[config.mk]
export PLATFORM = sky130hd
export DESIGN_NAME = pmic_ctrl_irq_regs
export DESIGN_NICKNAME = d
export VERILOG_FILES = /design/src/core/pmic_ctrl_irq_pkg.sv /design/src/core/pin_sync.sv /design/src/core/pmic_ctrl_irq_regs.sv
export VERILOG_INCLUDE_DIRS = /design/src /design/src/core
export SDC_FILE = /design/constraint.sdc
export NUM_CORES = 1
export LEC_CHECK = 0
export ABC_AREA = 1
export BUFFER_PORTS_ARGS = -buffer_cell sky130_fd_sc_hd__buf_2
export CORE_MARGIN = 2
export CORE_UTILIZATION = 24
export CTS_BUF_LIST = sky130_fd_sc_hd__clkbuf_4 sky130_fd_sc_hd__clkbuf_8 sky130_fd_sc_hd__clkbuf_16
export DETAILED_ROUTE_END_ITERATION = 10
export HOLD_SLACK_MARGIN = 0.02
export PLACE_DENSITY = 0.41
export SLEW_MARGIN = 20
export SYNTH_ARGS = -nofsm -noshare
export SYNTH_HDL_FRONTEND = slang
export SYNTH_SLANG_ARGS = --single-unit
[constraint.sdc]
create_clock -name ref_clk -period 3.2 [get_ports ref_clk]
set_input_delay 0.64 -clock ref_clk [delete_from_list [all_inputs] [get_ports ref_clk]]
set_output_delay 0.64 -clock ref_clk [all_outputs]
set_load 0.02 [all_outputs]
[src/core/pmic_ctrl_irq_regs.svh]
`ifndef PMIC_CTRL_IRQ_REGS_SVH
`define PMIC_CTRL_IRQ_REGS_SVH

// ----------------------------------------------------------------
// Register offsets
// ----------------------------------------------------------------
`define ADDR_REG6_ACT 8'h45
`define ADDR_REG6_SLP 8'h46
`define ADDR_REG7_ACT 8'h47
`define ADDR_REG7_SLP 8'h48
`define ADDR_REG8_ACT 8'h49
`define ADDR_REG8_SLP 8'h4a
`define ADDR_DEV_CTRL 8'h4b
`define ADDR_STS_ONE 8'h4c
`define ADDR_MSK_ONE 8'h4d
`define ADDR_STS_TWO 8'h4e
`define ADDR_MSK_TWO 8'h4f
`define ADDR_PIN_POL 8'h50
`define ADDR_BUCK_ILIM 8'h90

// ----------------------------------------------------------------
// Field widths, positions and reset values
// ----------------------------------------------------------------
`define VCODE_W 5
`define STS_ONE_W 7
`define STS_TWO_W 2
`define POL_W 3
`define SYNC_W 4
`define RST_SLEEP_CODE 5'h00
`define RST_STS_ONE 7'h00
`define RST_STS_TWO 2'h0
`define RST_POL 3'h6
`define RST_ILIM 8'h55
`define CTL_OFF_BIT 0
`define CTL_SLP_BIT 1
`define CTL_OFFRST_BIT 3
`define CTL_HOLD_LSB 4
`define POL_IRQ_BIT 0
`define POL_A_BIT 1
`define POL_B_BIT 2
`define EV_OUT_LOW 0
`define EV_BAT_LOW 1
`define EV_BUTTON 2
`define EV_LONG_PRESS 3
`define EV_OVERTEMP 4
`define EV_ALARM 5
`define EV_PERIOD 6
`define EV_CHG_IN 0
`define EV_CHG_OUT 1
`define PIN_CHARGER 0
`define PIN_BUTTON 1
`define PIN_SCALE_A 2
`define PIN_SCALE_B 3

// ----------------------------------------------------------------
// Timing
// ----------------------------------------------------------------
`define SEC_NS 1000000000
`define CLK_NS 4
`define SEC_CYCLES (`SEC_NS / `CLK_NS)
`define TICK_W 28
`define SEC_CNT_W 4
`define HOLD_BASE_S 6
`define HOLD_STEP_S 2

`endif

[src/core/pmic_ctrl_irq_pkg.sv]
`include "pmic_ctrl_irq_regs.svh"

package pmic_ctrl_irq_pkg;

   typedef enum logic [1:0] {ST_OFF, ST_ACTIVE, ST_SLEEP} dev_state_t;

   typedef logic [`VCODE_W-1:0] vcode_t;

   typedef struct packed {
      dev_state_t state;
      vcode_t r6_act;
      vcode_t r6_slp;
      vcode_t r7_act;
      vcode_t r7_slp;
      vcode_t r8_act;
      vcode_t r8_slp;
      logic [1:0] hold_time;
      logic off_rst;
      logic sleep_req;
      logic off_req;
      logic [`STS_ONE_W-1:0] sts1;
      logic [`STS_ONE_W-1:0] msk1;
      logic [`STS_TWO_W-1:0] sts2;
      logic [`STS_TWO_W-1:0] msk2;
      logic [`POL_W-1:0] pol;
      logic [7:0] ilim;
      logic [7:0] rdata;
      logic rvalid;
      logic irq_pin;
      logic scale_a;
      logic scale_b;
      logic core_reset;
      logic chg_prev;
      logic btn_prev;
      logic [`TICK_W-1:0] tick_cnt;
      logic [`SEC_CNT_W-1:0] sec_cnt;
   } ctrl_state_t;

   typedef struct packed {
      logic [`SYNC_W-1:0] st1;
      logic [`SYNC_W-1:0] st2;
      logic [`SYNC_W-1:0] st3;
      logic [`SYNC_W-1:0] lvl;
   } sync_state_t;

endpackage

[src/core/pin_sync.sv]
`include "pmic_ctrl_irq_regs.svh"

module pin_sync (
   input wire logic ref_clk,
   input wire logic srst,
   input wire logic [`SYNC_W-1:0] pin_raw,
   output logic [`SYNC_W-1:0] pin_level
);
   import pmic_ctrl_irq_pkg::*;

   sync_state_t s_q;
   sync_state_t s_d;
   logic [`SYNC_W-1:0] agree;

   // ----------------------------------------------------------------
   // Three stages; a change counts once stages two and three agree
   // ----------------------------------------------------------------
   always_comb begin
      s_d = s_q;
      agree = ~(s_q.st2 ^ s_q.st3);
      s_d.st1 = pin_raw;
      s_d.st2 = s_q.st1;
      s_d.st3 = s_q.st2;
      s_d.lvl = (agree & s_q.st3) | (~agree & s_q.lvl);
   end

   always_ff @(posedge ref_clk) begin
      if (srst) begin
         s_q <= '0;
      end else begin
         s_q <= s_d;
      end
   end

   assign pin_level = s_q.lvl;

endmodule

[src/core/pmic_ctrl_irq_regs.sv]
`include "pmic_ctrl_irq_regs.svh"

module pmic_ctrl_irq_regs #(
   parameter int unsigned TICK_CYCLES = `SEC_CYCLES
) (
   input wire logic ref_clk,
   input wire logic srst,
   input wire logic reg_wr,
   input wire logic reg_rd,
   input wire logic [7:0] reg_addr,
   input wire logic [7:0] reg_wdata,
   output logic [7:0] reg_rdata,
   output logic reg_rvalid,
   input wire pmic_ctrl_irq_pkg::vcode_t strap_reg6_code,
   input wire pmic_ctrl_irq_pkg::vcode_t strap_reg7_code,
   input wire pmic_ctrl_irq_pkg::vcode_t strap_reg8_code,
   input wire logic [`STS_ONE_W-1:0] event_pulse,
   input wire logic charger_present_status,
   input wire logic button_pin,
   input wire logic scale_pin_a,
   input wire logic scale_pin_b,
   output pmic_ctrl_irq_pkg::vcode_t reg6_active_code,
   output pmic_ctrl_irq_pkg::vcode_t reg6_sleep_code,
   output pmic_ctrl_irq_pkg::vcode_t reg7_active_code,
   output pmic_ctrl_irq_pkg::vcode_t reg7_sleep_code,
   output pmic_ctrl_irq_pkg::vcode_t reg8_active_code,
   output pmic_ctrl_irq_pkg::vcode_t reg8_sleep_code,
   output logic [1:0] button_hold_off_time,
   output logic [1:0] conv1_current_limit,
   output logic [1:0] conv2_current_limit,
   output logic [1:0] conv3_current_limit,
   output logic [1:0] conv4_current_limit,
   output pmic_ctrl_irq_pkg::dev_state_t device_state,
   output logic core_reset,
   output logic irq_pin,
   output logic scale_a_active,
   output logic scale_b_active
);
   import pmic_ctrl_irq_pkg::*;

   localparam logic [`TICK_W-1:0] TICK_LAST = `TICK_W'(TICK_CYCLES - 1);

   ctrl_state_t s_q;
   ctrl_state_t s_d;
   ctrl_state_t s_rst;
   logic [`SYNC_W-1:0] pins;
   logic btn;
   logic chg;
   logic tick;
   logic long_press;
   logic pend;
   logic [`STS_ONE_W-1:0] ev1;
   logic [`STS_TWO_W-1:0] ev2;

   // ----------------------------------------------------------------
   // Helpers
   // ----------------------------------------------------------------
   function automatic logic wr_at(input logic [7:0] a);
      return reg_wr && (reg_addr == a);
   endfunction

   function automatic logic [`SEC_CNT_W-1:0] hold_secs(input logic [1:0] code);
      return `SEC_CNT_W'(`HOLD_BASE_S + `HOLD_STEP_S * code);
   endfunction

   // ----------------------------------------------------------------
   // Pin synchronisers
   // ----------------------------------------------------------------
   pin_sync u_sync (
      .ref_clk(ref_clk),
      .srst(srst),
      .pin_raw({scale_pin_b, scale_pin_a, button_pin, charger_present_status}),
      .pin_level(pins)
   );

   assign btn = pins[`PIN_BUTTON];
   assign chg = pins[`PIN_CHARGER];
   assign tick = (s_q.tick_cnt == TICK_LAST);
   assign long_press = btn && tick && (s_q.state != ST_OFF)
      && (s_q.sec_cnt + `SEC_CNT_W'(1) == hold_secs(s_q.hold_time));
   assign pend = |(s_q.sts1 & ~s_q.msk1) | |(s_q.sts2 & ~s_q.msk2);

   // ----------------------------------------------------------------
   // Reset values; active codes come from the boot straps
   // ----------------------------------------------------------------
   always_comb begin
      s_rst = '0;
      s_rst.state = ST_ACTIVE;
      s_rst.r6_act = strap_reg6_code;
      s_rst.r7_act = strap_reg7_code;
      s_rst.r8_act = strap_reg8_code;
      s_rst.r6_slp = `RST_SLEEP_CODE;
      s_rst.r7_slp = `RST_SLEEP_CODE;
      s_rst.r8_slp = `RST_SLEEP_CODE;
      s_rst.sts1 = `RST_STS_ONE;
      s_rst.sts2 = `RST_STS_TWO;
      s_rst.pol = `RST_POL;
      s_rst.ilim = `RST_ILIM;
      s_rst.irq_pin = 1'b1;
   end

   // ----------------------------------------------------------------
   // Next state
   // ----------------------------------------------------------------
   always_comb begin
      s_d = s_q;
      s_d.rvalid = 1'b0;
      s_d.core_reset = 1'b0;
      s_d.chg_prev = chg;
      s_d.btn_prev = btn;

      // Register writes
      if (wr_at(`ADDR_REG6_ACT)) s_d.r6_act = reg_wdata[`VCODE_W-1:0];
      if (wr_at(`ADDR_REG6_SLP)) s_d.r6_slp = reg_wdata[`VCODE_W-1:0];
      if (wr_at(`ADDR_REG7_ACT)) s_d.r7_act = reg_wdata[`VCODE_W-1:0];
      if (wr_at(`ADDR_REG7_SLP)) s_d.r7_slp = reg_wdata[`VCODE_W-1:0];
      if (wr_at(`ADDR_REG8_ACT)) s_d.r8_act = reg_wdata[`VCODE_W-1:0];
      if (wr_at(`ADDR_REG8_SLP)) s_d.r8_slp = reg_wdata[`VCODE_W-1:0];
      if (wr_at(`ADDR_DEV_CTRL)) begin
         s_d.hold_time = reg_wdata[`CTL_HOLD_LSB +: 2];
         s_d.off_rst = reg_wdata[`CTL_OFFRST_BIT];
         s_d.sleep_req = reg_wdata[`CTL_SLP_BIT];
         s_d.off_req = reg_wdata[`CTL_OFF_BIT];
      end
      if (wr_at(`ADDR_MSK_ONE)) s_d.msk1 = reg_wdata[`STS_ONE_W-1:0];
      if (wr_at(`ADDR_MSK_TWO)) s_d.msk2 = reg_wdata[`STS_TWO_W-1:0];
      if (wr_at(`ADDR_PIN_POL)) s_d.pol = reg_wdata[`POL_W-1:0];
      if (wr_at(`ADDR_BUCK_ILIM)) s_d.ilim = reg_wdata;

      // Write-one clears first, then new events, so a set wins
      if (wr_at(`ADDR_STS_ONE)) s_d.sts1 = s_q.sts1 & ~reg_wdata[`STS_ONE_W-1:0];
      if (wr_at(`ADDR_STS_TWO)) s_d.sts2 = s_q.sts2 & ~reg_wdata[`STS_TWO_W-1:0];
      ev1 = event_pulse;
      ev1[`EV_BUTTON] = event_pulse[`EV_BUTTON] | (btn & ~s_q.btn_prev);
      ev1[`EV_LONG_PRESS] = event_pulse[`EV_LONG_PRESS] | long_press;
      ev2 = '0;
      ev2[`EV_CHG_IN] = chg & ~s_q.chg_prev;
      ev2[`EV_CHG_OUT] = ~chg & s_q.chg_prev;
      s_d.sts1 = s_d.sts1 | ev1;
      s_d.sts2 = s_d.sts2 | ev2;

      // Register reads, reserved and unmapped bits read zero
      if (reg_rd) begin
         s_d.rvalid = 1'b1;
         unique case (reg_addr)
            `ADDR_REG6_ACT: s_d.rdata = {3'h0, s_q.r6_act};
            `ADDR_REG6_SLP: s_d.rdata = {3'h0, s_q.r6_slp};
            `ADDR_REG7_ACT: s_d.rdata = {3'h0, s_q.r7_act};
            `ADDR_REG7_SLP: s_d.rdata = {3'h0, s_q.r7_slp};
            `ADDR_REG8_ACT: s_d.rdata = {3'h0, s_q.r8_act};
            `ADDR_REG8_SLP: s_d.rdata = {3'h0, s_q.r8_slp};
            `ADDR_DEV_CTRL: s_d.rdata = {2'h0, s_q.hold_time, s_q.off_rst, 1'b0,
                                         s_q.sleep_req, s_q.off_req};
            `ADDR_STS_ONE: s_d.rdata = {1'b0, s_q.sts1};
            `ADDR_MSK_ONE: s_d.rdata = {1'b0, s_q.msk1};
            `ADDR_STS_TWO: s_d.rdata = {6'h00, s_q.sts2};
            `ADDR_MSK_TWO: s_d.rdata = {6'h00, s_q.msk2};
            `ADDR_PIN_POL: s_d.rdata = {5'h00, s_q.pol};
            `ADDR_BUCK_ILIM: s_d.rdata = s_q.ilim;
            default: s_d.rdata = 8'h00;
         endcase
      end

      // Button hold timer, one-second enable pulses
      if (!btn || s_q.state == ST_OFF) begin
         s_d.tick_cnt = '0;
         s_d.sec_cnt = '0;
      end else if (tick) begin
         s_d.tick_cnt = '0;
         if (s_q.sec_cnt != hold_secs(s_q.hold_time)) begin
            s_d.sec_cnt = s_q.sec_cnt + `SEC_CNT_W'(1);
         end
      end else begin
         s_d.tick_cnt = s_q.tick_cnt + `TICK_W'(1);
      end

      // Device state
      unique case (s_q.state)
         ST_OFF: begin
            s_d.sleep_req = 1'b0;
            s_d.off_req = 1'b0;
            s_d.off_rst = 1'b0;
            if (btn && !s_q.btn_prev) begin
               s_d.state = ST_ACTIVE;
            end
         end
         ST_ACTIVE, ST_SLEEP: begin
            if (s_d.off_rst || s_d.off_req || long_press) begin
               s_d.state = ST_OFF;
               s_d.core_reset = s_d.off_rst;
            end else if (s_d.sleep_req) begin
               s_d.state = ST_SLEEP;
            end else begin
               s_d.state = ST_ACTIVE;
            end
         end
         // Unused state code falls back to off
         default: s_d.state = ST_OFF;
      endcase

      // Pins with their polarity
      s_d.irq_pin = ~(pend ^ s_q.pol[`POL_IRQ_BIT]);
      s_d.scale_a = ~(pins[`PIN_SCALE_A] ^ s_q.pol[`POL_A_BIT]);
      s_d.scale_b = ~(pins[`PIN_SCALE_B] ^ s_q.pol[`POL_B_BIT]);
   end

   always_ff @(posedge ref_clk) begin
      if (srst) begin
         s_q <= s_rst;
      end else begin
         s_q <= s_d;
      end
   end

   // ----------------------------------------------------------------
   // Outputs
   // ----------------------------------------------------------------
   assign reg_rdata = s_q.rdata;
   assign reg_rvalid = s_q.rvalid;
   assign reg6_active_code = s_q.r6_act;
   assign reg6_sleep_code = s_q.r6_slp;
   assign reg7_active_code = s_q.r7_act;
   assign reg7_sleep_code = s_q.r7_slp;
   assign reg8_active_code = s_q.r8_act;
   assign reg8_sleep_code = s_q.r8_slp;
   assign button_hold_off_time = s_q.hold_time;
   assign conv1_current_limit = s_q.ilim[1:0];
   assign conv2_current_limit = s_q.ilim[3:2];
   assign conv3_current_limit = s_q.ilim[5:4];
   assign conv4_current_limit = s_q.ilim[7:6];
   assign device_state = s_q.state;
   assign core_reset = s_q.core_reset;
   assign irq_pin = s_q.irq_pin;
   assign scale_a_active = s_q.scale_a;
   assign scale_b_active = s_q.scale_b;
endmodule

* After elaboration in Yosys (flattened, before gate mapping)
Index checks and enable logic that the tools add are counted.
Storage, ports and cells: input port bits 46, logic and storage cells 148, output and inout port bits 55, flip-flop bits (word level) 129
Operators by class: reduce and logical (&&, ||, !) cells 35, multiplexer cells 27, bitwise gates (word level) 33, $add $sub $neg 3, equality and inequality tests 19
Operators with widths (count):
- 2-to-1 mux 111 bit | 1
- case mux 8 bit (13 select lines) | 1
- equality test 8 x 7 -> 1 bit, second input constant | 12
- 2-to-1 mux 5 bit | 7
- 2-to-1 mux 32 bit | 1
- adder 28 x 1 -> 28 bit, second input constant | 1
- equality test 28 bit, second input constant | 1
- 2-to-1 mux 28 bit | 1
- logical AND 1 bit | 17
- AND 7 bit | 2
- 2-to-1 mux 7 bit | 2
- NOT 7 bit | 2
- 2-to-1 mux 2 bit | 5
- 2-to-1 mux 9 bit | 1
- AND 4 bit | 2
- equality test 8 bit, second input constant | 1
- 2-to-1 mux 4 bit | 2
- 2-to-1 mux 8 bit | 1
- NOT 1 bit | 8
- NOT 4 bit | 2
- nonzero test 2 bit | 4
- OR reduction 2 bit | 4
- bitwise OR 7 bit | 1
- OR reduction 7 bit | 1
- other kinds (23) | 37

* Depth between registers and ports, before layout
depth after elaboration 8, mapped depth 13, mapped depth without buffers 11

* By module
A second synthesis with hierarchy kept.
Second synthesis, totals: cells, all modules 894, area total of the unflattened synthesis 6591.3 µm²
By module, submodules not included:
- pmic_ctrl_irq_regs | cells an instance 836, instances 1, area each 6080.8 µm², seq. area each 2412.3 µm²
- pin_sync | cells an instance 58, instances 1, area each 510.5 µm², seq. area each 320.3 µm²

* Least setup slack after synthesis
OpenSTA, ideal clock, no wires.
path type in2reg, from input port reg_addr[7], to register s_q (netlist bit reg7_active_code[0]), enable pin, data required time 2826 ps, arrival 1652 ps, buffers on the path 2, slack 1174 ps, stages on the path 7, library setup time 374 ps, cell sequence inv_1 > nand2_1 > nor2_1 > buf_4 > buf_4 > nand2_1 > o21ai_0
Between the ends: longest elaborated chain between the ends 3
Ends and longest elaborated chain:
- from (decl) | RTL line pmic_ctrl_irq_regs.sv:10 | input wire logic [7:0] reg_addr,
- equality test 8 x 7 -> 1 bit | RTL line pmic_ctrl_irq_regs.sv:59 | return reg_wr && (reg_addr == a);
- logical AND 1 bit | RTL line pmic_ctrl_irq_regs.sv:59
- nonzero test 2 bit (no line)
- to (signal assigned) | RTL line pmic_ctrl_irq_regs.sv:209 | s_q <= s_rst;
- to (decl) | RTL line pmic_ctrl_irq_regs.sv:43 | ctrl_state_t s_q;
No other way between the ends. A chain may end at the register's enable or synchronous reset.

* Worst setup path after layout
from register s_q (netlist bit button_hold_off_time[0]), to register s_q[2] (netlist bit)
Between the ends: longest elaborated chain between the ends 3
Ends and longest elaborated chain:
- adder 3 x 3 -> 4 bit (no line)
- != test 4 bit | RTL line pmic_ctrl_irq_regs.sv:170 | if (s_q.sec_cnt != hold_secs(s_q.hold_time)) begin
- AND reduction 2 bit (no line)
No other way between the ends.

==> summary.md <==
| Metric | Value |
|---|---|
| Critical path arrival | 2.29 ns |
| Max Freq | 500 MHz |
| EDFF count, synth | 15 |
| Setup crit end kind | flop |
| CP max FO | 5 |
| Vias | 5767 |
| Clock group share of total power | 49.7% |
| Global Route Usage Sum | 14.3% |
| Synth cell types | 42 |
| Met3 Track Usage GR | 3.13% |
| Fin. max-slew vios | 0 |
| Seq. cell area | 2730 µm² |
| Antenna cells | 0 |
| Fillers | 2981 |
| Final GP Congestion | 0.837 |
| Pwr/cell area | 507 nW/µm² |
| Most common cell after layout, fill and taps aside | nand2_1 |
| Placed cell count | 1293 |
| Crit Reg-Reg Startpoint | button_hold_off_time[0] |
| Die width | 170 µm |
| Global Route met1 Usage | 20.0% |
| Cts repair resizes | 0 |
| Tightest Pin Transition | 0.728 ns |
| Synth warn | 0 |
| Post-detailed-route via-to-cell ratio | 4.35 |
| Syn Nets | 971 |
| CP Data Required Time | 3.49 ns |
| Syn Area/Cell | 7.17 µm² |
| Hold path cells | 2 |
| Initial core utilization | 24.5% |
| Die area | 28800 µm² |
| Clock sinks | 129 |
| Post-CTS Hold Buffers | 0 |
| RSZ-0062 raised after global routing | no |
| Ys async rst share | 0% |
| Worst-path clk slew | 0.07 ns |
| Int Power | 2.80 mW |
| Vias in the first global route | 5554 |
| Synthesized area | 6600 µm² |
| FF-to-FF path depth | 7 |
| Drt initial violations | 376 |
| Worst Skew | 0.0111 ns |
| Number of CTS-inserted buffers | 17 |
| Max_cap viols | 0 |
| Primary FF master, synth | dfxtp_1 |
| DRT Pass-1 Iters | 4 |
| Grt met2 use | 22.5% |
| Dpl hpwl | 15.2 mm |
| First-pass GRT wire length | 31.4 mm |
| Seq pwr share | 43.8% |
| Routed wire per std cell | 15.1 µm |
| Final cell count without fillers | 1325 |
| DR DRC count | 0 |
| Routed WL | 20.1 mm |
| Overflow after GRT | 0 |
| Core Rows | 60 |
| I/O pin cnt | 101 |
| CTS tree | done |
| Cell leakage power | 3.34 nW |
| Initial antenna violation count | 0 |
| Most frequent cells in the layout | nand2_1, inv_1, dfxtp_1, buf_2, nor2_1 |
| Worst setup path class | reg2reg |
| Clock Root Buffer | clkbuf_16 |
| Reg-to-Reg End | s_q[2] |
| Maximum VDD drop | 305 µV |
| # nets final | 1022 |
| Post-route setup TNS | 0 ns |
| Tmin final | 2.00 ns |
| Area growth, synth to finish | 16.2% |
| Register area share after synthesis | 41.4% |
| P_sw | 1.08 mW |
| Synth Instances | 920 |
| Seq cells post-synth | 129 |
| Switch share | 27.9% |
| Core Area | 27000 µm² |
| Die height | 170 µm |
| Longest Clk Path Bufs | 2 |
| Setup violators final | 0 |
| Pin count of the biggest net entering global routing | 57 |
| Worst Hold Class | reg2reg |
| Post-CTS Setup Bufs | 0 |
| Hold Path End | u_sync.s_d[7] |
| Hold_sp | u_sync.s_d[11] |
| GR peak layer | met2 |
| Outcome | completed |
| Antenna-violating nets left | 0 |
| Post-layout worst setup margin | 1.20 ns |
| R2R Setup Slk | 1.20 ns |
| Hold WS | 0.403 ns |
| Hold Fails Final Rpt | 0 |
| Share of cells above drive strength 1 | 17.2% |
| Setup WS pre-CTS | 0.914 ns |
| Normalized max-slew margin | 51.0% |
| Area occupied by multi-input gates | 2840 µm² |
| Worst-Skew Late Latency | 0.42 ns |
| Port Buffers | 100 |
| H-tree depth | 4 |
| Combinational share of power | 6.6% |
| Tcrit/Tclk final | 62.5% |
| Startpoint Class | flop |
[kinds of logic after synthesis]
group | share of synthesized area, %
adders and majority gates | 0.949
and+or+nand+nor | 28.5
xor gates and xnor gates | 2.26
AOI/OAI and AO/OA | 11.2
buffers and inverters | 15.6
DFF | 41.4
[registers in the layout (all words and copies together) (netlist names), 4 cells and up, named ones only]
signal            count
u_sync.s_q            4
reg8_active_code      5
reg6_sleep_code       5
reg8_sleep_code       5
reg6_active_code      5
reg_rdata             8
u_sync.s_d            8
s_q                  58
reg7_sleep_code       5
reg7_active_code      5
[power by group through the flow]
stage	sequential (mW)	clock, mW	combinational (mW)
4_1_cts	1.70	1.98	0.261
3_3_place_gp	1.74	0	0.260
5_1_grt	1.70	2.05	0.288
6_report	1.70	1.93	0.256
2_1_floorplan	1.73	0	0.178
3_5_place_dp	1.74	0	0.260
[layout make-up]
class | instances | area share (%)
sequential | 129 | 35.7
clock inverter | 15 | 2.04
inverter | 137 | 6.73
tap | 341 | 5.57
timing repair buffer | 107 | 7.38
clock buffer | 17 | 5.55
multi-input combinational | 579 | 37.1
[critical path, stage by stage (launching register included)]
cell     delay (ns)
dfxtp_1        0.49
inv_1          0.11
ha_1           0.35
or2_2          0.28
nand3_1        0.07
nor3_1         0.07
nor4_1         0.38
a21oi_1        0.12
[through the flow]
step	power [mW]	instance area [µm²]	utilization, %
floorplan	1.91	6600	-
global placement	2.00	7080	26.3
detailed placement	2.00	7080	26.3
CTS	3.94	7660	28.4
global route	4.04	7660	28.4
finish	3.88	7660	28.4
[metal layers]
metal / vias up / routed length, µm
li1: 3014 / -
met1: 2649 / 10200
met2: 93 / 9140
met3: 11 / 609
met4: 0 / 139
met5: - / 0
[cells in the mapped netlist (2+ instances only)]
cell / number / area [µm²]
a21oi_1: 68 / 340
and3_1: 2 / 12.5
buf_2: 4 / 20.0
buf_4: 55 / 413
buf_6: 3 / 33.8
clkbuf_1: 12 / 45.0
dfxtp_1: 114 / 2280
edfxtp_1: 15 / 450
ha_1: 5 / 62.6
inv_1: 131 / 492
inv_2: 4 / 15.0
nand2_1: 178 / 668
nand2_2: 3 / 18.8
nand3_1: 66 / 330
nand3_2: 3 / 30.0
nand3b_1: 3 / 22.5
nand4_1: 24 / 150
nand4_2: 2 / 25.0
nor2_1: 99 / 372
nor2_2: 4 / 25.0
nor2_4: 4 / 45.0
nor3_1: 15 / 75.1
nor4_1: 4 / 25.0
o211ai_1: 7 / 52.6
o21a_1: 4 / 30.0
o21ai_0: 52 / 260
o22ai_1: 2 / 12.5
o31ai_1: 2 / 15.0
or2_0: 3 / 18.8
or2_2: 5 / 31.3
xnor2_1: 7 / 61.3
xor2_1: 10 / 87.6
[worst max path at each step]
stage,to,slack [ns],cells after the start,start
floorplan,reg7_active_code[0],1.17,7,reg_addr[7]
global placement,reg_rdata[3],0.93,11,reg_addr[7]
finish,s_q[2],1.20,7,button_hold_off_time[0]
global route,s_q[19],1.01,8,s_q[4]
detailed placement,reg7_active_code[1],0.91,8,reg_addr[7]
CTS,s_q[2],1.16,7,button_hold_off_time[0]
Note: power is estimated with default switching activity, not from simulation.
